--- src/core/tct_pkg.sv ---
// package for the two-channel timer: register indices, field positions, reset values, carriers
// assumes byte-wide registers placed one per aligned 32-bit APB word
//
// Contract
// - overflow flag sets when counter reaches modulo
// - overflow flag clears by read-then-write-zero only
// - overflow request equals flag and enable
// - halt bit freezes counter; reset sets halt
// - halt suppresses input captures
// - counter-clear zeroes counter and prescaler, self-clears
// - halt plus clear leaves counter at zero
// - prescale codes divide by one to sixty-four
// - high-byte read holds low byte until read
// - reset or clear zeroes both counter bytes
// - counter restarts at zero after modulo match
// - modulo high write blocks overflow until low
// - reset loads all ones into modulo
// - channel flag sets on capture edge or match
// - channel flag clears by read-then-write-zero only
// - channel request equals flag and enable
// - buffered select exists only in channel zero
// - buffered mode disables channel one and pin
// - mode and edge bits pick capture or compare
// - toggle on overflow, overflow beats compare
// - full-duty bit forces high from next period
// - buffered: last written value register takes control
package tct_pkg;
  // register word indices; byte address is four times the index
  localparam logic [5:0] IDX_STATUS = 6'h20;
  localparam logic [5:0] IDX_CNT_HI = 6'h21;
  localparam logic [5:0] IDX_CNT_LO = 6'h22;
  localparam logic [5:0] IDX_MOD_HI = 6'h23;
  localparam logic [5:0] IDX_MOD_LO = 6'h24;
  localparam logic [5:0] IDX_CH0_SC = 6'h25;
  localparam logic [5:0] IDX_CH0_HI = 6'h26;
  localparam logic [5:0] IDX_CH0_LO = 6'h27;
  localparam logic [5:0] IDX_CH1_SC = 6'h28;
  localparam logic [5:0] IDX_CH1_HI = 6'h29;
  localparam logic [5:0] IDX_CH1_LO = 6'h2A;
  // status/control field positions
  localparam int ST_FLAG = 7;
  localparam int ST_IRQ_EN = 6;
  localparam int ST_HALT = 5;
  localparam int ST_CLEAR = 4;
  localparam int ST_PS_LSB = 0;
  // channel status/control flag position; the rest maps onto tct_chan_ctl_t
  localparam int CH_FLAG = 7;
  // reset values and the unused prescale code
  localparam logic [2:0] PS_RESET = 3'h0;
  localparam logic [2:0] PS_UNUSED = 3'h7;
  localparam logic [15:0] MOD_RESET = 16'hFFFF;
  localparam logic [15:0] CNT_RESET = 16'h0000;
  // edge/level codes
  localparam logic [1:0] EL_OFF = 2'h0;
  localparam logic [1:0] EL_TOGGLE = 2'h1;
  localparam logic [1:0] EL_CLEAR = 2'h2;
  localparam logic [1:0] EL_SET = 2'h3;

  typedef struct packed {
    logic irq_en;
    logic buffered_select;
    logic mode_select_low;
    logic [1:0] edge_level;
    logic toggle_on_wrap;
    logic full_duty_force;
  } tct_chan_ctl_t;

  localparam tct_chan_ctl_t CTL_RESET = 7'h00;
endpackage

--- src/core/tct_chan.sv ---
// one capture/compare channel: pin sampling, edge and match detection, output pin state
// assumes counter, tick and overflow are from logic on core_clk; pin_in is asynchronous
`timescale 1ns/1ps
`default_nettype none
module tct_chan (
  // clock and reset
  input wire logic core_clk,
  input wire logic nrst,
  // configuration
  input wire tct_pkg::tct_chan_ctl_t ctl,
  input wire logic enable,
  input wire logic cap_block,
  input wire logic cmp_block,
  // counter
  input wire logic tick,
  input wire logic wrap,
  input wire logic [15:0] cnt,
  input wire logic [15:0] cmp_val,
  // pin
  input wire logic pin_in,
  output logic pin_out,
  output logic pin_oe,
  // events
  output logic event_pulse,
  output logic capture_pulse
);
  logic [2:0] sync_reg;
  logic out_reg;
  logic full_reg;
  logic capture_mode;
  logic compare_mode;
  logic rise;
  logic fall;
  logic match;
  logic edge_hit;

  // first stage only feeds the second
  always_ff @(posedge core_clk or negedge nrst)
  begin
    if (!nrst)
      sync_reg <= 3'h0;
    else
      sync_reg <= {sync_reg[1:0], pin_in};
  end

  assign capture_mode = (ctl.edge_level != tct_pkg::EL_OFF) && !ctl.buffered_select &&
                        !ctl.mode_select_low;
  assign compare_mode = (ctl.edge_level != tct_pkg::EL_OFF) &&
                        (ctl.buffered_select || ctl.mode_select_low);
  assign rise = sync_reg[1] && !sync_reg[2];
  assign fall = !sync_reg[1] && sync_reg[2];
  assign edge_hit = (ctl.edge_level[0] && rise) || (ctl.edge_level[1] && fall);
  assign match = enable && compare_mode && tick && !cmp_block && (cnt == cmp_val);
  assign capture_pulse = enable && capture_mode && edge_hit && !cap_block;
  assign event_pulse = capture_pulse || match;
  assign pin_out = out_reg;
  assign pin_oe = enable && compare_mode;

  // full duty is sampled only at the wrap so it starts with a new period
  always_ff @(posedge core_clk or negedge nrst)
  begin
    if (!nrst)
      full_reg <= 1'b0;
    else if (wrap)
      full_reg <= ctl.full_duty_force && ctl.toggle_on_wrap &&
                  (ctl.edge_level == tct_pkg::EL_CLEAR);
  end

  always_ff @(posedge core_clk or negedge nrst)
  begin
    if (!nrst)
      out_reg <= 1'b1;
    else if (ctl.edge_level == tct_pkg::EL_OFF)
      out_reg <= !ctl.mode_select_low;
    else if (compare_mode && wrap && ctl.toggle_on_wrap)
      out_reg <= ctl.full_duty_force ? 1'b1 : !out_reg;
    else if (match)
    begin
      case (ctl.edge_level)
        tct_pkg::EL_TOGGLE: out_reg <= !out_reg;
        tct_pkg::EL_CLEAR: out_reg <= full_reg;
        tct_pkg::EL_SET: out_reg <= 1'b1;
        default: out_reg <= out_reg;
      endcase
    end
  end

  chk_wrap_wins: assert property (@(posedge core_clk) disable iff (!nrst)
    compare_mode && wrap && match && ctl.toggle_on_wrap && !ctl.full_duty_force &&
    ctl.edge_level != tct_pkg::EL_OFF |=> out_reg != $past(out_reg))
    else $error("overflow toggle lost to compare");
endmodule
`default_nettype wire

--- src/core/tct_prescale.sv ---
// prescaler: divides the bus clock by 1..64 into a one-cycle tick
// assumes run and clear come from logic on core_clk
`timescale 1ns/1ps
`default_nettype none
module tct_prescale (
  // clock and reset
  input wire logic core_clk,
  input wire logic nrst,
  // control
  input wire logic run,
  input wire logic clear,
  input wire logic [2:0] sel,
  // tick out
  output logic tick
);
  logic [5:0] div_reg;

  function automatic logic [5:0] sel_mask(input logic [2:0] s);
    sel_mask = 6'(({6'h00, 1'b1} << s) - 7'h01);
  endfunction

  always_ff @(posedge core_clk or negedge nrst)
  begin
    if (!nrst)
      div_reg <= 6'h00;
    else if (clear)
      div_reg <= 6'h00;
    else if (run)
      div_reg <= div_reg + 6'h01;
  end

  // the last divider state of each period gives the tick
  assign tick = run && !clear && (sel != tct_pkg::PS_UNUSED) &&
                ((div_reg & sel_mask(sel)) == sel_mask(sel));

  chk_unused_code: assert property (@(posedge core_clk) disable iff (!nrst)
    sel == tct_pkg::PS_UNUSED |-> !tick) else $error("tick with unused prescale code");
  chk_div_two: assert property (@(posedge core_clk) disable iff (!nrst)
    run && !clear && sel == 3'h1 && tick ##1 run && !clear && sel == 3'h1 |-> !tick)
    else $error("divide by two ticked twice in a row");
endmodule
`default_nettype wire

--- src/core/tct_regs.sv ---
// two-channel 16-bit timer with APB register access
// assumes one APB master on core_clk; brk_state comes from logic on core_clk
`timescale 1ns/1ps
`default_nettype none
module tct_regs (
  // clock and reset
  input wire logic core_clk,
  input wire logic nrst,
  // apb slave
  input wire logic psel,
  input wire logic penable,
  input wire logic pwrite,
  input wire logic [7:0] paddr,
  input wire logic [31:0] pwdata,
  output logic [31:0] prdata,
  output logic pready,
  output logic pslverr,
  // debug
  input wire logic brk_state,
  // channel pins
  input wire logic ch0_pin_in,
  output logic ch0_pin_out,
  output logic ch0_pin_oe,
  input wire logic ch1_pin_in,
  output logic ch1_pin_out,
  output logic ch1_pin_oe,
  // interrupt requests
  output logic ovf_irq,
  output logic ch0_irq,
  output logic ch1_irq
);
  logic [31:0] prdata_reg;
  logic err_reg;
  logic [15:0] cnt_reg;
  logic [15:0] mod_reg;
  logic [15:0] val0_reg;
  logic [15:0] val1_reg;
  logic [7:0] hold_reg;
  logic [7:0] snap_lo_reg;
  logic hold_valid_reg;
  logic mod_pend_reg;
  logic val0_pend_reg;
  logic val1_pend_reg;
  logic tof_reg;
  logic tof_arm_reg;
  logic overflow_irq_enable_reg;
  logic halt_reg;
  logic [2:0] ps_reg;
  logic [1:0] cf_reg;
  logic [1:0] cf_arm_reg;
  logic last_wr1_reg;
  logic act1_reg;
  tct_pkg::tct_chan_ctl_t ctl0_reg;
  tct_pkg::tct_chan_ctl_t ctl1_reg;
  tct_pkg::tct_chan_ctl_t ctl1_eff;
  logic [5:0] idx;
  logic mapped;
  logic acc;
  logic wr;
  logic rd;
  logic [7:0] wb;
  logic clear_wr;
  logic tick;
  logic adv;
  logic wrap;
  logic tof_set;
  logic [1:0] ev;
  logic cap0;
  logic cap1;
  logic buffered;
  logic [15:0] cmp0;

  function automatic logic [7:0] chan_byte(input logic flag, input tct_pkg::tct_chan_ctl_t c);
    chan_byte = {flag, c};
  endfunction

  function automatic logic hit(input logic [5:0] a, input logic [5:0] b);
    hit = (a == b);
  endfunction

  // apb decode; no wait states, read data is loaded into a flop in the setup phase
  assign idx = paddr[7:2];
  assign mapped = (paddr[1:0] == 2'h0) && (idx >= tct_pkg::IDX_STATUS) && (idx <= tct_pkg::IDX_CH1_LO);
  assign acc = psel && penable;
  assign wr = acc && pwrite && mapped;
  assign rd = acc && !pwrite && mapped;
  assign wb = pwdata[7:0];
  assign pready = penable;
  assign pslverr = penable && err_reg;
  assign prdata = prdata_reg;
  assign buffered = ctl0_reg.buffered_select;
  assign clear_wr = wr && hit(idx, tct_pkg::IDX_STATUS) && wb[tct_pkg::ST_CLEAR];

  always_ff @(posedge core_clk or negedge nrst)
  begin
    if (!nrst)
    begin
      prdata_reg <= 32'h0000_0000;
      err_reg <= 1'b0;
      snap_lo_reg <= 8'h00;
    end
    else if (psel && !penable)
    begin
      err_reg <= !((paddr[1:0] == 2'h0) && (idx >= tct_pkg::IDX_STATUS) &&
                   (idx <= tct_pkg::IDX_CH1_LO));
      snap_lo_reg <= cnt_reg[7:0];
      prdata_reg <= 32'h0000_0000;
      case (idx)
        tct_pkg::IDX_STATUS: prdata_reg[7:0] <= {tof_reg, overflow_irq_enable_reg, halt_reg, 2'h0, ps_reg};
        tct_pkg::IDX_CNT_HI: prdata_reg[7:0] <= cnt_reg[15:8];
        tct_pkg::IDX_CNT_LO: prdata_reg[7:0] <= hold_valid_reg ? hold_reg : cnt_reg[7:0];
        tct_pkg::IDX_MOD_HI: prdata_reg[7:0] <= mod_reg[15:8];
        tct_pkg::IDX_MOD_LO: prdata_reg[7:0] <= mod_reg[7:0];
        tct_pkg::IDX_CH0_SC: prdata_reg[7:0] <= chan_byte(cf_reg[0], ctl0_reg);
        tct_pkg::IDX_CH0_HI: prdata_reg[7:0] <= val0_reg[15:8];
        tct_pkg::IDX_CH0_LO: prdata_reg[7:0] <= val0_reg[7:0];
        tct_pkg::IDX_CH1_SC: prdata_reg[7:0] <= buffered ? 8'h00 : chan_byte(cf_reg[1], ctl1_reg);
        tct_pkg::IDX_CH1_HI: prdata_reg[7:0] <= val1_reg[15:8];
        tct_pkg::IDX_CH1_LO: prdata_reg[7:0] <= val1_reg[7:0];
        default: prdata_reg <= 32'h0000_0000;
      endcase
    end
  end

  // status/control bits; the clear bit is never stored
  always_ff @(posedge core_clk or negedge nrst)
  begin
    if (!nrst)
    begin
      overflow_irq_enable_reg <= 1'b0;
      halt_reg <= 1'b1;
      ps_reg <= tct_pkg::PS_RESET;
    end
    else if (wr && hit(idx, tct_pkg::IDX_STATUS))
    begin
      overflow_irq_enable_reg <= wb[tct_pkg::ST_IRQ_EN];
      halt_reg <= wb[tct_pkg::ST_HALT];
      ps_reg <= wb[tct_pkg::ST_PS_LSB +: 3];
    end
  end

  tct_prescale u_prescale (
    .core_clk(core_clk),
    .nrst(nrst),
    .run(!halt_reg && !brk_state),
    .clear(clear_wr),
    .sel(ps_reg),
    .tick(tick)
  );

  assign adv = tick && !halt_reg && !brk_state;
  assign wrap = adv && (cnt_reg == mod_reg);
  assign tof_set = wrap && !mod_pend_reg;

  // counter bytes take no writes
  always_ff @(posedge core_clk or negedge nrst)
  begin
    if (!nrst)
      cnt_reg <= tct_pkg::CNT_RESET;
    else if (clear_wr)
      cnt_reg <= tct_pkg::CNT_RESET;
    else if (wrap)
      cnt_reg <= tct_pkg::CNT_RESET;
    else if (adv)
      cnt_reg <= cnt_reg + 16'h0001;
  end

  // low byte held from the high-byte read until the low byte is read
  always_ff @(posedge core_clk or negedge nrst)
  begin
    if (!nrst)
    begin
      hold_reg <= 8'h00;
      hold_valid_reg <= 1'b0;
    end
    else if (rd && hit(idx, tct_pkg::IDX_CNT_LO))
      hold_valid_reg <= 1'b0;
    else if (rd && hit(idx, tct_pkg::IDX_CNT_HI) && !hold_valid_reg)
    begin
      hold_reg <= snap_lo_reg;
      hold_valid_reg <= 1'b1;
    end
  end

  always_ff @(posedge core_clk or negedge nrst)
  begin
    if (!nrst)
    begin
      mod_reg <= tct_pkg::MOD_RESET;
      mod_pend_reg <= 1'b0;
    end
    else if (wr && hit(idx, tct_pkg::IDX_MOD_HI))
    begin
      mod_reg[15:8] <= wb;
      mod_pend_reg <= 1'b1;
    end
    else if (wr && hit(idx, tct_pkg::IDX_MOD_LO))
    begin
      mod_reg[7:0] <= wb;
      mod_pend_reg <= 1'b0;
    end
  end

  // overflow flag; a new overflow disarms the pending clear and the set wins
  always_ff @(posedge core_clk or negedge nrst)
  begin
    if (!nrst)
    begin
      tof_reg <= 1'b0;
      tof_arm_reg <= 1'b0;
    end
    else if (tof_set)
    begin
      tof_reg <= 1'b1;
      tof_arm_reg <= 1'b0;
    end
    else if (wr && hit(idx, tct_pkg::IDX_STATUS) && !wb[tct_pkg::ST_FLAG] && tof_arm_reg)
    begin
      tof_reg <= 1'b0;
      tof_arm_reg <= 1'b0;
    end
    else if (rd && hit(idx, tct_pkg::IDX_STATUS) && tof_reg)
      tof_arm_reg <= 1'b1;
  end

  assign ovf_irq = tof_reg && overflow_irq_enable_reg;

  // channel controls; buffered select only lives in channel zero
  always_ff @(posedge core_clk or negedge nrst)
  begin
    if (!nrst)
    begin
      ctl0_reg <= tct_pkg::CTL_RESET;
      ctl1_reg <= tct_pkg::CTL_RESET;
    end
    else if (wr && hit(idx, tct_pkg::IDX_CH0_SC))
      ctl0_reg <= wb[6:0];
    else if (wr && hit(idx, tct_pkg::IDX_CH1_SC) && !buffered)
    begin
      ctl1_reg <= wb[6:0];
      ctl1_reg.buffered_select <= 1'b0;
    end
  end

  // channel flags, same two-step clear as the overflow flag
  always_ff @(posedge core_clk or negedge nrst)
  begin
    if (!nrst)
    begin
      cf_reg <= 2'h0;
      cf_arm_reg <= 2'h0;
    end
    else
    begin
      for (int i = 0; i < 2; i++)
      begin
        if (ev[i])
        begin
          cf_reg[i] <= 1'b1;
          cf_arm_reg[i] <= 1'b0;
        end
        else if (wr && hit(idx, i == 0 ? tct_pkg::IDX_CH0_SC : tct_pkg::IDX_CH1_SC) &&
                 !wb[tct_pkg::CH_FLAG] && cf_arm_reg[i])
        begin
          cf_reg[i] <= 1'b0;
          cf_arm_reg[i] <= 1'b0;
        end
        else if (rd && hit(idx, i == 0 ? tct_pkg::IDX_CH0_SC : tct_pkg::IDX_CH1_SC) && cf_reg[i])
          cf_arm_reg[i] <= 1'b1;
      end
    end
  end

  assign ch0_irq = cf_reg[0] && ctl0_reg.irq_en;
  assign ch1_irq = cf_reg[1] && ctl1_reg.irq_en && !buffered;

  // value registers; high write holds off compares until the low write
  always_ff @(posedge core_clk or negedge nrst)
  begin
    if (!nrst)
    begin
      val0_reg <= 16'h0000;
      val1_reg <= 16'h0000;
      val0_pend_reg <= 1'b0;
      val1_pend_reg <= 1'b0;
      last_wr1_reg <= 1'b0;
    end
    else
    begin
      if (cap0)
        val0_reg <= cnt_reg;
      else if (wr && hit(idx, tct_pkg::IDX_CH0_HI))
        {val0_reg[15:8], val0_pend_reg, last_wr1_reg} <= {wb, 2'b10};
      else if (wr && hit(idx, tct_pkg::IDX_CH0_LO))
        {val0_reg[7:0], val0_pend_reg, last_wr1_reg} <= {wb, 2'b00};
      if (cap1)
        val1_reg <= cnt_reg;
      else if (wr && hit(idx, tct_pkg::IDX_CH1_HI))
        {val1_reg[15:8], val1_pend_reg, last_wr1_reg} <= {wb, 2'b11};
      else if (wr && hit(idx, tct_pkg::IDX_CH1_LO))
        {val1_reg[7:0], val1_pend_reg, last_wr1_reg} <= {wb, 2'b01};
    end
  end

  // in buffered mode the active value register switches only at a wrap
  always_ff @(posedge core_clk or negedge nrst)
  begin
    if (!nrst)
      act1_reg <= 1'b0;
    else if (!buffered)
      act1_reg <= 1'b0;
    else if (wrap)
      act1_reg <= last_wr1_reg;
  end

  assign cmp0 = (buffered && act1_reg) ? val1_reg : val0_reg;
  assign ctl1_eff = ctl1_reg;

  tct_chan u_ch0 (
    .core_clk(core_clk),
    .nrst(nrst),
    .ctl(ctl0_reg),
    .enable(1'b1),
    .cap_block(halt_reg || brk_state),
    .cmp_block(buffered && act1_reg ? val1_pend_reg : val0_pend_reg),
    .tick(adv),
    .wrap(wrap),
    .cnt(cnt_reg),
    .cmp_val(cmp0),
    .pin_in(ch0_pin_in),
    .pin_out(ch0_pin_out),
    .pin_oe(ch0_pin_oe),
    .event_pulse(ev[0]),
    .capture_pulse(cap0)
  );

  tct_chan u_ch1 (
    .core_clk(core_clk),
    .nrst(nrst),
    .ctl(ctl1_eff),
    .enable(!buffered),
    .cap_block(halt_reg || brk_state),
    .cmp_block(val1_pend_reg),
    .tick(adv),
    .wrap(wrap),
    .cnt(cnt_reg),
    .cmp_val(val1_reg),
    .pin_in(ch1_pin_in),
    .pin_out(ch1_pin_out),
    .pin_oe(ch1_pin_oe),
    .event_pulse(ev[1]),
    .capture_pulse(cap1)
  );

  chk_tof_on_match: assert property (@(posedge core_clk) disable iff (!nrst)
    adv && cnt_reg == mod_reg && !mod_pend_reg |=> tof_reg) else $error("overflow flag not set");
  chk_tof_one_ignored: assert property (@(posedge core_clk) disable iff (!nrst)
    tof_reg && !(wr && hit(idx, tct_pkg::IDX_STATUS) && !wb[tct_pkg::ST_FLAG]) |=> tof_reg)
    else $error("overflow flag cleared without a zero write");
  chk_ovf_request: assert property (@(posedge core_clk) disable iff (!nrst)
    $rose(tof_reg) && overflow_irq_enable_reg |-> ovf_irq) else $error("overflow request missing");
  chk_halt_freeze: assert property (@(posedge core_clk) disable iff (!nrst)
    halt_reg && !clear_wr |=> $stable(cnt_reg)) else $error("counter moved while halted");
  chk_clear_zero: assert property (@(posedge core_clk) disable iff (!nrst)
    clear_wr |=> cnt_reg == 16'h0000 && !prdata_reg[tct_pkg::ST_CLEAR]) else $error("clear did not zero counter");
  chk_wrap_zero: assert property (@(posedge core_clk) disable iff (!nrst)
    wrap && !clear_wr |=> cnt_reg == 16'h0000) else $error("counter did not restart");
  chk_mod_block: assert property (@(posedge core_clk) disable iff (!nrst)
    mod_pend_reg && !tof_reg |=> !tof_reg) else $error("overflow flag set during modulo write");
  chk_hold_stable: assert property (@(posedge core_clk) disable iff (!nrst)
    hold_valid_reg && !(rd && hit(idx, tct_pkg::IDX_CNT_LO)) |=> hold_valid_reg && $stable(hold_reg))
    else $error("held low byte changed");
  chk_cap_halt: assert property (@(posedge core_clk) disable iff (!nrst)
    halt_reg |-> !cap0 && !cap1) else $error("capture while halted");
  chk_ch1_off: assert property (@(posedge core_clk) disable iff (!nrst)
    buffered |-> !ch1_pin_oe && !ev[1]) else $error("channel one active in buffered mode");
  chk_ch_request: assert property (@(posedge core_clk) disable iff (!nrst)
    ev[0] && ctl0_reg.irq_en && !(wr && hit(idx, tct_pkg::IDX_CH0_SC)) |=> ch0_irq)
    else $error("channel zero request missing");

  cov_overflow: cover property (@(posedge core_clk) disable iff (!nrst) $rose(tof_reg));
  cov_buffer_switch: cover property (@(posedge core_clk) disable iff (!nrst) buffered && $changed(act1_reg));
  cov_halt_clear: cover property (@(posedge core_clk) disable iff (!nrst)
    clear_wr && wb[tct_pkg::ST_HALT]);
  cov_capture: cover property (@(posedge core_clk) disable iff (!nrst) cap0);
endmodule
`default_nettype wire

--- config.mk ---
export PLATFORM = sky130hd
export DESIGN_NAME = tct_regs
export DESIGN_NICKNAME = d
export VERILOG_FILES = /design/src/core/tct_pkg.sv /design/src/core/tct_chan.sv /design/src/core/tct_prescale.sv /design/src/core/tct_regs.sv
export SDC_FILE = /design/constraint.sdc
export NUM_CORES = 1
export LEC_CHECK = 0
export ABC_CLOCK_PERIOD_IN_PS = 5000
export BUFFER_PORTS_ARGS = -buffer_cell sky130_fd_sc_hd__buf_2
export CAP_MARGIN = 5
export CORE_MARGIN = 3
export CORE_UTILIZATION = 50
export DETAILED_ROUTE_END_ITERATION = 6
export PLACE_DENSITY = 0.7
export SLEW_MARGIN = 20
export SYNTH_ARGS = -nofsm -noshare
export SYNTH_HDL_FRONTEND = slang
export SYNTH_SLANG_ARGS = --single-unit
--- constraint.sdc ---
create_clock -name core_clk -period 5 [get_ports core_clk]
set_input_delay 0.25 -clock core_clk [delete_from_list [all_inputs] [get_ports core_clk]]
set_output_delay 0.25 -clock core_clk [all_outputs]
set_load 0.005 [all_outputs]
# Word-level counts from Yosys, hierarchy flattened
# Cells that the tools add are included.
# classes
addsub	3
n_lt_le_gt_ge	2
n_eq_ne	25
shifts	1
n_mux	59
bitwise_logic	6
n_reduce_logical	142
# op_table
operator	count
16-bit two-way mux	6
8-bit one-hot mux with 11 select lines	1
1-bit logical AND	81
6-bit == test, second input constant	11
8-bit two-way mux	8
16-bit == test	3
1-bit two-way mux	40
2-bit nonzero test	14
1-bit logical NOT	21
2-bit AND reduction	9
3-bit nonzero test	6
16-bit by 1-bit adder with 16-bit output, second input constant	1
6-bit two-way mux	2
5-bit nonzero test	2
2-bit == test, second input constant	4
6-bit by 1-bit adder with 6-bit output, second input constant	1
6-bit bitwise AND	1
6-bit == test	1
6-bit greater-or-equal comparator, second input constant	1
6-bit less-or-equal comparator, second input constant	1
2-bit logical NOT	3
1-bit logical OR	6
2-bit by 1-bit != test with 1-bit output, second input constant	3
1-bit one-hot mux with 3 select lines	2
other kinds (5)	10
# totals
reg_bits	135
in_bits	48
output_inout_bits	41

# Depth between registers and ports, before layout
# depth
ltp_word	18
ltp_mapped	13
mapped_depth_nobuf	10

# Hierarchy
# A second synthesis with hierarchy kept.
# unflattened
cells_unflattened	800
hier_area_um2	8041.5
# modules_own_cells
module	instances	cells_each	area_per_inst_um2	seq_area_each_um2
tct_regs	1	668	6760.2	2999.1
tct_chan	2	48	471.7	126.4
tct_prescale	1	36	337.8	150.1

# Least setup slack after synthesis
# Ideal clock, no wire load.
# synth_path
kind	flip-flop to flip-flop
from	reg ps_reg[2]
to	reg u_ch0.out_reg, in the netlist u_ch0.pin_out
arrival_time_ns	2.503
required_time_ns	4.909
setup_slack_ns	2.406
path_stages_with_launch	14
period_less_slack_ns	2.594
cell_sequence	dfrtp_1 buf_2 nor3_2 inv_1 ha_1 or4b_1 a31oi_1 a211o_1 or2_1 buf_2 nor2b_1 buf_2 and3_1 o31ai_1
# synth_via
elab_chain_len	12
elab_cells_between_ends	20
# synth_lines
element	line_no	rtl
start, declared	tct_regs.sv:48	logic [2:0] ps_reg;
start signal, assigned	tct_regs.sv:132	ps_reg <= tct_pkg::PS_RESET;
start signal, assigned	tct_regs.sv:138	ps_reg <= wb[tct_pkg::ST_PS_LSB +: 3];
1-bit by 3-bit << shifter with 6-bit output	tct_prescale.sv:19	sel_mask = 6'(({6'h00, 1'b1} << s) - 7'h01);
6-bit by 1-bit subtractor with 6-bit output	tct_prescale.sv:19	
6-bit bitwise AND	tct_prescale.sv:34	((div_reg & sel_mask(sel)) == sel_mask(sel));
6-bit == test	tct_prescale.sv:34	
1-bit logical AND *	tct_prescale.sv:33	assign tick = run && !clear && (sel != tct_pkg::PS_UNUSED) &&
1-bit logical AND * (2 in series)	tct_regs.sv:151	assign adv = tick && !halt_reg && !brk_state;
1-bit logical AND, on equally long branches	tct_regs.sv:152, tct_chan.sv:53	
1-bit logical AND, on equally long branches (2 in series)	tct_chan.sv:75, tct_chan.sv:53	
5-bit nonzero test (no source line) (tied with other cells)	-	
2-bit AND reduction (no source line) or 1-bit two-way mux (tied branches)	-	
end signal, assigned	tct_chan.sv:74	out_reg <= !ctl.mode_select_low;
end signal, assigned	tct_chan.sv:76	out_reg <= ctl.full_duty_force ? 1'b1 : !out_reg;
end signal, assigned	tct_chan.sv:80	tct_pkg::EL_TOGGLE: out_reg <= !out_reg;
end, declared	tct_chan.sv:28	logic out_reg;
# Every way passes the cells marked *; elsewhere a longest branch is shown, timed or not.
# A chain may end at the register's enable or synchronous reset.

# Final worst setup path
# layout_path
from	reg ps_reg[2]
to	reg tof_arm_reg
# layout_via
elab_chain_len	10
elab_cells_between_ends	13
# layout_lines
element	line_no	rtl
1-bit by 3-bit << shifter with 6-bit output	tct_prescale.sv:19	
6-bit by 1-bit subtractor with 6-bit output	tct_prescale.sv:19	
6-bit bitwise AND	tct_prescale.sv:34	
6-bit == test	tct_prescale.sv:34	
1-bit logical AND *	tct_prescale.sv:33	
1-bit logical AND * (2 in series)	tct_regs.sv:151	
1-bit logical AND *	tct_regs.sv:152	assign wrap = adv && (cnt_reg == mod_reg);
1-bit logical AND *	tct_regs.sv:153	assign tof_set = wrap && !mod_pend_reg;
3-bit nonzero test (no source line) or 1-bit two-way mux (tied branches)	-	
end signal, assigned	tct_regs.sv:210	tof_arm_reg <= 1'b0;
end signal, assigned	tct_regs.sv:215	tof_arm_reg <= 1'b0;
end signal, assigned	tct_regs.sv:220	tof_arm_reg <= 1'b0;
end, declared	tct_regs.sv:45	logic tof_arm_reg;
# Marks and branches as above.

==> results.txt <==
status - finished clean
share of the synthesized area in the top cell type - 0.375
synth top area cells - dfrtp_1, mux2_2, dfstp_2, mux2i_1, nand2_1
Post-Synthesis Cells - 773
routability cong. - 0.935
dpl cell area - 7900 um2
n_diodes - 0
Clk pwr share - 0.492
setup TNS - 0 ns
synthesized cell area - 7750 um2
# rows - 44
net load switching power - 0.667 mW
arrival time worst endpoint - 3.60 ns
Hold Vio Cnt, Final - 0
root buf cell - clkbuf_16
clock skew - 0.00995 ns
drt wl/cell - 22.7 um
critical path class - flip-flop to flip-flop
Reg power frac - 0.425
worst skew pair latency - 0.43 ns
Yosys top cell by area - dfrtp_1
via/cell ratio - 6.32
layout cells sized above 1 - 0.196
Pwr Density - 324 nW/um2
overall routed net length - 22,300 um
Initial Util - 0.521
Core Util, Final - 0.576
first-pass GRT wire length - 34,600 um
htree depth - 4
clock slew at reported path FFs - 0.06 ns
die span in y - 131 um
average footprint of a synthesized cell - 10.0 um2
asr flop ratio synth - 1.00
total gr overflow - 0
P&R area growth vs syn - 10.4%
# nets final - 837
f_max - 303 MHz
placed insts - 948
Initial DRC Count - 650
Peak VDD IR - 262 uV
CTS sink count - 135
antenna violations before repair - 0
Final Max Tran Viols - 0
Synth Warn # - 0
max cap viols - 0
vias in the first global route - 6,008
die area - 17,000 um2
top_reg_cell synth - dfrtp_1
Crit Path Max Fanout - 9
routed wl met3 - 1910 um
RSZ-0062 raised after global routing - no
Final setup viols - 0
hpwl dp - 15,500 um
DR pass1 iterations - 5
DR vias - 6,211
fin crit share - 0.659
worst-margin pin slew - 0.946 ns
Synth top cells by count - dfrtp_1, nand2_1, o21ai_0
most frequent cell after synthesis - dfrtp_1
post-synth cell types - 75
crit path capture type - flip-flop
global-route usage over all layers - 0.274
M1 WL - 9450 um
CP Launch Type - flip-flop
CORE AREA - 14,900 um2
Top Ports - 89
met2 WL - 10,100 um
sw frac - 0.240
CTS max path bufs - 2
Pint - 2.11 mW
HP Class - input port to flip-flop
#FFs+latches synth - 135
EDFF count, synth - 0
total CTS buffers - 17
Die Span X - 131 um
number of port buffers - 40
Req. time, crit path - 5.30 ns
CTS tree - yes
Comb pwr share - 0.083
DR top layer - met4
final antenna-violating net count - 0
register area share after synthesis - 0.439
Tmin final - 3.30 ns
Finished Layout Cells - 983
largest net degree at the start of global routing - 77
Relative slew margins - 0.368
residual DRC count - 0
Final Cell Area - 8560 um2
P_leak - 4.04 nW
## kinds of logic after synthesis
kind of cell | Yosys count | share of synthesized area
adders and majority gates | 3 | 0.00484
other | 1 | 0.000484
xor gates and xnor gates | 49 | 0.0554
DFF | 135 | 0.439
muxes | 102 | 0.151
and+or+nand+nor | 213 | 0.141
AOI/OAI and AO/OA | 173 | 0.144
buffers and inverters | 97 | 0.0641
## final timing paths
path,start,end,slack (ns),depth (start not counted)
hold / removal,pwrite,cf_arm_reg[1],0.08,2
max in group asynchronous,nrst,val0_reg[5],3.37,3
min in group asynchronous,nrst,prdata[3],0.39,2
setup reg to reg,ps_reg[2],tof_arm_reg,1.70,10
setup / recovery,ps_reg[2],tof_arm_reg,1.70,10
hold reg to reg,u_ch0.sync_reg[0],u_ch0.sync_reg[1],0.35,0
## placed cells by master, fill, tap and decap left out, types with 7 or more instances in the layout
cell type	count
dfrtp_1	116
nand2_1	78
o21ai_0	54
mux2_2	50
mux2i_1	43
nor2_1	40
buf_2	39
xnor2_1	27
conb_1	24
xor2_1	22
inv_1	20
a21oi_1	20
o21ai_1	19
dfstp_2	19
clkbuf_16	17
a31oi_1	13
nor2b_1	12
and3_1	12
nand3_1	11
a22oi_1	9
nand4_1	9
a21o_1	9
o31ai_1	8
mux4_2	7
## what timing repair did
action                                  4_1_cts  5_1_grt
endpoints found under the setup margin        0        0
hold buffers                                  3        0
gates resized for setup                       0        0
hold endpoints to repair                     69        0
buffers inserted                              0        0
## power groups by stage
stage                     sequential, mW  combinational [mW]  clock [mW]
final                               1.18               0.229        1.36
after detailed placement            1.20               0.222           0
after CTS                           1.18               0.227        1.38
after global routing                1.19               0.256        1.43
after global placement              1.20               0.215           0
after floorplan                     1.17               0.172           0
## metrics by stage
step | total power [mW] | hold slack (ns) | setup WS, ns
after floorplan | 1.34 | -0.0456 | 2.41
after global placement | 1.41 | 0.303 | 1.90
after detailed placement | 1.42 | 0.313 | 1.84
after CTS | 2.79 | 0.0480 | 1.80
after global routing | 2.87 | 0.0628 | 1.52
final | 2.77 | 0.0751 | 1.70
## routing by layer
| metal | global-route usage | vias up |
|---|---|---|
| met5 | 0 | - |
| met4 | 0.125 | 0 |
| met3 | 0.0715 | 64 |
| met2 | 0.416 | 327 |
| met1 | 0.369 | 3062 |
| li1 | - | 2758 |
## cell type report
| class | instances | area (um2) |
|---|---|---|
| repair buffers | 47 | 267 |
| inverters | 21 | 78.8 |
| clock inverters | 9 | 173 |
| fillers | 1251 | 6310 |
| flip-flops and latches | 135 | 3400 |
| multi-input cells | 564 | 3950 |
| well taps | 184 | 230 |
| clock buffers | 23 | 458 |
## worst max-delay path, cell delays in order (launching register included)
cell	delay, ns
dfrtp_1	0.47
nor3_2	0.24
inv_1	0.07
ha_1	0.25
or3b_1	0.18
a31oi_1	0.09
a211o_1	0.36
or2_1	0.35
nor2b_1	0.77
nor2b_1	0.31
nor3_1	0.10
Note: power is estimated with default switching activity, not from simulation.
